<file path="config.mk">
export PLATFORM = sky130hd
export DESIGN_NAME = oss_status_regs
export DESIGN_NICKNAME = d
export VERILOG_FILES = /design/src/hw/oss_pkg.sv /design/src/hw/oss_rx_counter.sv /design/src/hw/oss_shadow.sv /design/src/hw/oss_status_regs.sv
export SDC_FILE = /design/constraint.sdc
export NUM_CORES = 1
export LEC_CHECK = 0
export BUFFER_PORTS_ARGS = -buffer_cell sky130_fd_sc_hd__buf_2
export CORE_MARGIN = 2
export CORE_UTILIZATION = 49
export DETAILED_ROUTE_END_ITERATION = 16
export MAX_ROUTING_LAYER = met4
export PLACE_DENSITY_LB_ADDON = 0.1
export SYNTH_ARGS = -nofsm -noshare
export SYNTH_HDL_FRONTEND = slang
export SYNTH_HIERARCHICAL = 1
export SYNTH_SLANG_ARGS = --single-unit
export TNS_END_PERCENT = 10
</file>
<file path="constraint.sdc">
create_clock -name hclk -period 2.7 [get_ports hclk]
set_input_delay 0.27 -clock hclk [delete_from_list [all_inputs] [get_ports hclk]]
set_output_delay 0.27 -clock hclk [all_outputs]
set_load 0.005 [all_outputs]
</file>
<file path="src/hw/oss_pkg.sv">
// Shared constants and types for the maintenance status register bank.
// Assumes word-aligned AHB-Lite access; byte address is four times the register index.
package oss_pkg;

  ////////////////////////////////////////////////////////////////////////////
  // Register indices (byte address = index * 4)
  localparam logic [7:0] REG_IDX_COUNT_CLEAR = 8'h44;
  localparam logic [7:0] REG_IDX_RX_COUNT = 8'h4e;
  localparam logic [7:0] REG_IDX_SHADOW = 8'h4f;
  localparam logic [7:0] REG_IDX_LOCAL_STATUS = 8'h50;

  // Value that clears the maintenance counters
  localparam logic [7:0] COUNT_CLEAR_VALUE = 8'h00;

  ////////////////////////////////////////////////////////////////////////////
  // Shadow register values after reset, per role
  localparam logic [7:0] SHADOW_RST_TERMINAL = 8'h07;
  localparam logic [7:0] SHADOW_RST_CENTRE = 8'h47;

  // Local status bit positions
  localparam int unsigned BIT_LINK_SPEED = 7;
  localparam int unsigned BIT_ROLE = 6;
  localparam int unsigned BIT_LOOPBACK = 5;
  localparam int unsigned BIT_LOSS_SELECT = 4;
  localparam int unsigned BIT_DIAG_FAIL = 3;
  localparam int unsigned BIT_COPPER_DOWN = 2;

  // Local status and receive count values after reset
  localparam logic LOOPBACK_RST = 1'b0;
  localparam logic LOSS_SELECT_RST = 1'b0;
  localparam logic COPPER_DOWN_RST = 1'b1;
  localparam logic [7:0] RX_COUNT_RST = 8'h00;

  ////////////////////////////////////////////////////////////////////////////
  // Bus slave states
  typedef enum logic [1:0] {
    ST_IDLE = 2'b01,
    ST_BUSY = 2'b10
  } oss_bus_e;

endpackage

</file>
<file path="src/hw/oss_rx_counter.sv">
// Eight-bit counter of valid received maintenance packets.
// Assumes rx_valid is a one-cycle pulse per good packet and clear is a one-cycle pulse.
`timescale 1ns/1ns
module oss_rx_counter
  import oss_pkg::*;
(
  // Clock and reset
  input wire logic hclk,
  input wire logic hresetn,
  // Events
  input wire logic rx_valid,
  input wire logic clear,
  // Count
  output logic [7:0] count
);

  typedef struct packed {
    logic [7:0] count;
  } oss_cnt_s;

  oss_cnt_s s_reg;
  oss_cnt_s s_next;

  // Next count; a packet with a same-cycle clear leaves the count at one
  always_comb begin
    s_next = s_reg;
    if (clear) begin
      s_next.count = RX_COUNT_RST;
    end
    if (rx_valid) begin
      s_next.count = clear ? 8'h01 : s_reg.count + 8'h01;
    end
  end

  // State register
  always_ff @(posedge hclk or negedge hresetn) begin
    if (!hresetn) begin
      s_reg <= '{count: RX_COUNT_RST};
    end else begin
      s_reg <= s_next;
    end
  end

  assign count = s_reg.count;

endmodule

</file>
<file path="src/hw/oss_shadow.sv">
// Shadow copy of the link partner's status register.
// Assumes partner_status is a stable level from the partner-status logic.
`timescale 1ns/1ns
module oss_shadow
  import oss_pkg::*;
(
  // Clock and reset
  input wire logic hclk,
  input wire logic hresetn,
  // Control
  input wire logic init_load,
  input wire logic role_terminal,
  input wire logic opt_link_up,
  input wire logic hold,
  input wire logic [7:0] partner_status,
  // Shadow value
  output logic [7:0] shadow
);

  typedef struct packed {
    logic [7:0] shadow;
  } oss_shd_s;

  oss_shd_s s_reg;
  oss_shd_s s_next;

  // Role default, hold, or follow the partner
  always_comb begin
    s_next = s_reg;
    if (init_load) begin
      s_next.shadow = role_terminal ? SHADOW_RST_TERMINAL : SHADOW_RST_CENTRE;
    end else if (hold) begin
      s_next.shadow = s_reg.shadow;
    end else if (opt_link_up) begin
      s_next.shadow = partner_status;
    end
  end

  // State register
  always_ff @(posedge hclk or negedge hresetn) begin
    if (!hresetn) begin
      s_reg <= '{shadow: SHADOW_RST_CENTRE};
    end else begin
      s_reg <= s_next;
    end
  end

  assign shadow = s_reg.shadow;

endmodule

</file>
<file path="src/hw/oss_status_regs.sv">
// Maintenance status register bank with an AHB-Lite slave port.
// Assumes a single AHB-Lite master, word transfers, and pins synchronous to hclk.
// Role strap is steady while the bank is out of reset.
//
// Notes on behaviour
// - Terminal role shadows partner status while link up.
// - Centre role loads shadow once link up.
// - Centre warm reset or power-down keeps shadow.
// - Retained shadow readable until link returns.
// - Role bit reads one in terminal role.
// - Loopback bit set in any loopback state.
// - Loss-report select bit, reset zero.
// - Loss select: centre writes, terminal follows pin.
// - Diag bit: terminal pin, centre software.
// - Copper down bit, reset one, centre writable.
// - Count valid received maintenance packets.
// - Writing zero to clear register clears counters.
//
// Our own choice: the AHB-Lite register port.
`timescale 1ns/1ns
module oss_status_regs
  import oss_pkg::*;
(
  // Clock and reset
  input wire logic hclk,
  input wire logic hresetn,
  // AHB-Lite slave
  input wire logic hsel,
  input wire logic [31:0] haddr,
  input wire logic [1:0] htrans,
  input wire logic hwrite,
  input wire logic [2:0] hsize,
  input wire logic [31:0] hwdata,
  input wire logic hready,
  output logic [31:0] hrdata,
  output logic hreadyout,
  output logic hresp,
  // Role strap and resets
  input wire logic terminal_converter_role,
  input wire logic warm_reset,
  input wire logic power_down,
  // Optical link and partner
  input wire logic opt_link_up,
  input wire logic [7:0] partner_status,
  input wire logic maint_rx_valid,
  // Status sources
  input wire logic link_speed_flag,
  input wire logic centre_loop_state_a,
  input wire logic centre_loop_state_b,
  input wire logic terminal_loop_state,
  input wire logic signal_loss_select_pin,
  input wire logic diagnostic_fail_pin,
  input wire logic copper_link_down,
  // Status out
  output logic signal_loss_report_select
);

  ////////////////////////////////////////////////////////////////////////////
  // Register map, byte address = index * 4
  //   0x110 count clear: writing 0x00 clears the count
  //   0x138 received maintenance packet count, read only
  //   0x13c partner status shadow, read only
  //   0x140 local status:
  //     [7] link speed, [6] role, [5] loopback,
  //     [4] loss report select, [3] diag fail,
  //     [2] copper link down, [1:0] zero
  // Reads of 0x110 return zero; it holds no state.
  // Writes to read-only or unmapped words are dropped,
  // and every response is OKAY.
  // Warm reset leaves the count untouched.

  ////////////////////////////////////////////////////////////////////////////
  // State

  typedef struct packed {
    oss_bus_e st;
    logic hreadyout;
    logic hresp;
    logic [31:0] hrdata;
    logic [7:0] idx;
    logic addr_ok;
    logic wr;
    logic init_done;
    logic role_terminal;
    logic link_speed_flag;
    logic loopback_state_bit;
    logic signal_loss_report_select;
    logic diagnostic_fail_bit;
    logic copper_link_down_bit;
  } oss_top_s;

  oss_top_s s_reg;
  oss_top_s s_next;

  // Submodule outputs and decode nets
  logic [7:0] shadow;
  logic [7:0] rx_count;
  logic [7:0] local_status;
  logic wr_strobe;
  logic count_clear;
  logic init_load;
  logic addr_phase;
  logic sel_clear;
  logic sel_rx_count;
  logic sel_shadow;
  logic sel_local;
  logic wr_local;

  ////////////////////////////////////////////////////////////////////////////
  // Decode helpers

  // Address phase taken when selected and active
  // The hsize input is ignored; every access is a word
  assign addr_phase = hsel && htrans[1] && hready;

  // Write lands in the busy cycle of the data phase
  // Only aligned words inside the low kilobyte write
  assign wr_strobe = (s_reg.st == ST_BUSY) && s_reg.wr && s_reg.addr_ok;

  assign count_clear = wr_strobe && sel_clear && (hwdata[7:0] == COUNT_CLEAR_VALUE);

  // Role defaults applied once after release of reset
  assign init_load = !s_reg.init_done;

  ////////////////////////////////////////////////////////////////////////////
  // Register selects on the latched index
  // Only bits 9:2 pick a register; higher or misaligned
  // addresses are already refused through addr_ok.

  // Count clear, write only, reads zero
  assign sel_clear = (s_reg.idx == REG_IDX_COUNT_CLEAR);

  // Received packet count, read only
  assign sel_rx_count = (s_reg.idx == REG_IDX_RX_COUNT);

  // Partner status shadow, read only
  assign sel_shadow = (s_reg.idx == REG_IDX_SHADOW);

  // Local status, partly writable
  assign sel_local = (s_reg.idx == REG_IDX_LOCAL_STATUS);

  // Software write to local status
  assign wr_local = wr_strobe && sel_local;

  // Local status image
  always_comb begin
    // Bits 1:0 always read zero
    local_status = 8'h00;
    local_status[BIT_LINK_SPEED] = s_reg.link_speed_flag;
    local_status[BIT_ROLE] = s_reg.role_terminal;
    local_status[BIT_LOOPBACK] = s_reg.loopback_state_bit;
    local_status[BIT_LOSS_SELECT] = s_reg.signal_loss_report_select;
    local_status[BIT_DIAG_FAIL] = s_reg.diagnostic_fail_bit;
    local_status[BIT_COPPER_DOWN] = s_reg.copper_link_down_bit;
  end

  ////////////////////////////////////////////////////////////////////////////
  // Next state

  always_comb begin
    s_next = s_reg;
    s_next.hreadyout = 1'b1;
    // Only OKAY responses are ever given
    s_next.hresp = 1'b0;

    // Bus slave: one wait state per transfer
    // Address taken at edge 1 with hreadyout high;
    // hreadyout low for the wait cycle, while write
    // data and read data land at edge 2; hreadyout
    // high again for the master's edge 3.
    // The wait is the same for reads and writes,
    // so a read right after a write sees the new value.
    case (s_reg.st)
      ST_IDLE: begin
        if (addr_phase) begin
          // Latch index, direction and alignment
          s_next.st = ST_BUSY;
          s_next.hreadyout = 1'b0;
          s_next.idx = haddr[9:2];
          s_next.addr_ok = (haddr[31:10] == 22'h000000) && (haddr[1:0] == 2'h0);
          s_next.wr = hwrite;
        end
      end
      ST_BUSY: begin
        s_next.st = ST_IDLE;
        s_next.hrdata = 32'h00000000;
        if (s_reg.addr_ok && !s_reg.wr) begin
          if (sel_rx_count) begin
            s_next.hrdata = {24'h000000, rx_count};
          end else if (sel_shadow) begin
            s_next.hrdata = {24'h000000, shadow};
          end else if (sel_local) begin
            s_next.hrdata = {24'h000000, local_status};
          end
        end
      end
      default: begin
        s_next.st = ST_IDLE;
      end
    endcase

    // Status followed every cycle
    // Speed and loopback lag their pins by one cycle
    s_next.link_speed_flag = link_speed_flag;
    s_next.loopback_state_bit = centre_loop_state_a || centre_loop_state_b || terminal_loop_state;

    // Writable local bits: role defaults after reset,
    // warm reset restores them, terminal role follows
    // the pins, centre role takes software writes.
    if (init_load) begin
      // Catch the role strap and role-dependent defaults
      s_next.init_done = 1'b1;
      s_next.role_terminal = terminal_converter_role;
      s_next.signal_loss_report_select = terminal_converter_role ? signal_loss_select_pin : LOSS_SELECT_RST;
      s_next.diagnostic_fail_bit = diagnostic_fail_pin;
      s_next.copper_link_down_bit = COPPER_DOWN_RST;
    end else if (warm_reset) begin
      // Warm reset restores the writable defaults
      // Shadow and count are left alone here
      s_next.signal_loss_report_select = s_reg.role_terminal ? signal_loss_select_pin : LOSS_SELECT_RST;
      s_next.diagnostic_fail_bit = diagnostic_fail_pin;
      s_next.copper_link_down_bit = COPPER_DOWN_RST;
    end else if (s_reg.role_terminal) begin
      s_next.signal_loss_report_select = signal_loss_select_pin;
      s_next.diagnostic_fail_bit = diagnostic_fail_pin;
      s_next.copper_link_down_bit = copper_link_down;
    end else if (wr_local) begin
      s_next.signal_loss_report_select = hwdata[BIT_LOSS_SELECT];
      s_next.diagnostic_fail_bit = hwdata[BIT_DIAG_FAIL];
      s_next.copper_link_down_bit = hwdata[BIT_COPPER_DOWN];
    end
  end

  ////////////////////////////////////////////////////////////////////////////
  // State register
  // Role bits sit at centre values until the first
  // edge after release, when the role strap is caught.

  always_ff @(posedge hclk or negedge hresetn) begin
    if (!hresetn) begin
      s_reg <= '{
        st: ST_IDLE,
        hreadyout: 1'b1,
        hresp: 1'b0,
        hrdata: 32'h00000000,
        idx: 8'h00,
        addr_ok: 1'b0,
        wr: 1'b0,
        init_done: 1'b0,
        role_terminal: 1'b0,
        link_speed_flag: 1'b0,
        loopback_state_bit: LOOPBACK_RST,
        signal_loss_report_select: LOSS_SELECT_RST,
        diagnostic_fail_bit: 1'b0,
        copper_link_down_bit: COPPER_DOWN_RST
      };
    end else begin
      s_reg <= s_next;
    end
  end

  ////////////////////////////////////////////////////////////////////////////
  // Submodules

  // Partner status shadow
  // Hold on warm reset or power-down keeps the last
  // partner status readable until the link returns.
  oss_shadow u_shadow (
    .hclk(hclk),
    .hresetn(hresetn),
    .init_load(init_load),
    .role_terminal(init_load ? terminal_converter_role : s_reg.role_terminal),
    .opt_link_up(opt_link_up),
    .hold(warm_reset || power_down),
    .partner_status(partner_status),
    .shadow(shadow)
  );

  // Received maintenance packet counter
  // A packet in the same cycle as a clear still counts
  oss_rx_counter u_rx_counter (
    .hclk(hclk),
    .hresetn(hresetn),
    .rx_valid(maint_rx_valid),
    .clear(count_clear),
    .count(rx_count)
  );

  ////////////////////////////////////////////////////////////////////////////
  // Outputs straight from flops
  // Every output, hresp too, is a flop

  assign hrdata = s_reg.hrdata;
  assign hreadyout = s_reg.hreadyout;
  assign hresp = s_reg.hresp;
  assign signal_loss_report_select = s_reg.signal_loss_report_select;

endmodule

</file>
==> out/metrics.cfg <==
[run_status]
run_status=completed

[power]
seqPwrFrac_pct=55.4
power_leakage_nw=1.36
p_switching_mw=0.459
p_sw_share_pct=29.3
ir_drop_uv=273
clkPwrFrac_pct=26.3
p_comb_share_pct=18.3
power_density_nw_per_um2=568
intPower_mw=1.11

[critical_path]
r2r-start=s_reg[9]
crit_path_max_incr_delay_ns=0.51
cp_top_family=simple AND/OR/NAND/NOR gates
rr_worst_depth=6
setup.worst_path.class=reg2reg
crit_fanout=10
crit_buf_inv=1
ff2ff_setup_slack_ns=0.96
critPathLaunchType=flip-flop
cp.required_ns=2.91
crit_chain=nor4b_4, nand2_1, nor4_1, buf_4, nand2b_1, xnor2_1
slowest_stage=dfrtp_1
r2r_end=u_rx_counter/count[0]
crit_arrival_ns=1.95
cp-end-kind=flip-flop

[final_layout]
layout.nets=410
multi_input_area_um2=1070
drive_gt1_share_pct=34.8
num-fill-cells=471
area.growth.synth_to_final_pct=14.1
antenna_cells=0
largest_register_ffs=13
seqCellArea_um2=1110

[routing]
dr.pass1.iters=4
drtIter0Drc=70
wl_mm=4.58
drt.antenna.violating_nets=0
drcViolationCount=0
viasPerCell=4.77
vias=1826
wl_per_cell_um=11.9

[die]
core_area_um2=4750
initial_core_util_pct=50.8
die_area_um2=5510
fp.dieW_um=74.2
rows=25
ios=129
die_h_um=74.2

[yosys]
synth.top_cell.area_share_pct=38.3
synth_area_leaders=dfrtp_1 (38%), buf_4 (11%), nand2_1 (8.7%)
yosysUniqueCellTypes=45
synth_edf_count=0
yosysWarnings=6
synthMostInstantiatedCell=nand2_1
synth_common_cells=nand2_1 (56), dfrtp_1 (37), buf_4 (34)
synth_area_leader_cell=dfrtp_1
dominantRegCellSynth=dfrtp_1
async_flop_share_pct=100
syn_area_per_cell_um2=9.66
ys_seq_area_share_pct=45.9
syn-instance-count=250
synth_area_um2=2420
ys_seq_elements=44

[sta]
maxSlewHeadroom_pct=36.7
final.setup.tns_ns=0
hold_viol=0
max_freq_mhz=576
setup_viol=0
drv_slew=0
holdWs_ns=0.0880
grt_setup_unrepaired=no
period_needed_ns=1.74
fin_crit_sh_pct=64.3
tightest_slew_ns=0.949
skew_ns=0.00681

[hold_path]
holdPathStages=1
hold_start=link_speed_flag
whs_endpoint=local_status[7]
min_path_type=in2reg

[cts]
cts_resized=0
cts_setup_buffers=0
h-tree-depth=2
hold_buffers=0
cts_root_buf=clkbuf_8
cts_tree=yes
worst_skew_pair.late_latency_ns=0.28
cts_buffers=5
clockBufferDepth=2
path_clk_slew_ns=0.08
clock-sinks=44

[global_route]
grt_pass1_wl_mm=7.68
grt_pass1_vias=1795
track_usage_pct=18.5
antenna_found_initial=0
overflow=0
grt_max_degree=45

[placed_design]
post-dp-hpwl_mm=3.59
gp_congestion=0.741
portBuffers=75

[flow_run]
maxCapViolCount=0

how the worst max path moves through the flow:
| stage | from | to | slack [ns] | cells past startpoint |
|---|---|---|---|---|
| after floorplan | s_reg[9] | u_rx_counter/count[0] | 1.14 | 7 |
| after global placement | hwdata[2] | u_rx_counter/count[0] | 0.89 | 6 |
| after detailed placement | hwdata[2] | u_rx_counter/count[0] | 0.92 | 6 |
| after CTS | s_reg[9] | u_rx_counter/count[0] | 0.94 | 6 |
| after global routing | s_reg[9] | u_rx_counter/count[0] | 0.82 | 6 |
| final | s_reg[9] | u_rx_counter/count[0] | 0.96 | 6 |
power groups by stage:
stage	logic, mW	registers, mW	clock network (mW)
after global routing	0.328	0.883	0.449
after global placement	0.280	0.879	0
final	0.287	0.867	0.412
after floorplan	0.237	0.845	0
after detailed placement	0.288	0.878	0
after CTS	0.291	0.867	0.424
placed cells by master (no fill, tap or decap), drive strengths merged, types with 2 or more instances in the layout:
| cell | Yosys | routed |
|---|---|---|
| a21oi | 7 | 7 |
| a22oi | 6 | 6 |
| buf | 41 | 77 |
| clkbuf | 2 | 6 |
| clkinv | 1 | 3 |
| conb | 2 | 26 |
| dfrtp | 37 | 37 |
| dfstp | 7 | 7 |
| inv | 3 | 3 |
| mux2 | 6 | 6 |
| mux2i | 5 | 5 |
| nand2 | 56 | 56 |
| nand2b | 3 | 3 |
| nand3 | 3 | 3 |
| nand3b | 4 | 4 |
| nand4 | 4 | 4 |
| nor2 | 11 | 11 |
| nor3 | 2 | 2 |
| nor4 | 8 | 8 |
| o21ai | 5 | 5 |
| o31ai | 8 | 8 |
| or2b | 6 | 6 |
| or3 | 6 | 6 |
| xor2 | 3 | 3 |
area by class of cell:
class / instances / area share [%]
clock buffer: 6 / 2.99
tap: 67 / 3.04
timing repair buffer: 77 / 14.2
inverter: 4 / 0.544
clock inverter: 2 / 0.363
multi-input combinational: 183 / 38.7
sequential: 44 / 40.2
stage by stage:
stage | std cells | area [um2] | util (%) | power, mW | setup slack [ns]
global placement | 375 | 2670 | 56.1 | 1.16 | 0.889
CTS | 383 | 2760 | 58.0 | 1.58 | 0.940
floorplan | 274 | 2510 | - | 1.08 | 1.14
finish | 383 | 2760 | 58.0 | 1.57 | 0.963
detailed placement | 375 | 2670 | 56.1 | 1.17 | 0.924
global route | 383 | 2760 | 58.0 | 1.66 | 0.819
logic make-up (layout without fill, tap and decap cells):
kind of cell	Yosys count	in the layout	share of synthesized area (%)
fa+ha+maj	1	1	0.518
xor+xnor	4	4	1.45
other cells	2	26	0.311
simple gates	114	114	24.4
flops	44	44	45.9
mux	11	11	4.87
compound gates	27	27	8.80
buf+inv	47	89	13.7
layer usage:
metal  share of wire (%)  GRT usage [%]
met5                   0              -
met1                  47           24.1
met4                0.48           3.97
met2                  47           29.6
met3                 5.5           4.47
Power figures use the tool's default switching activity.
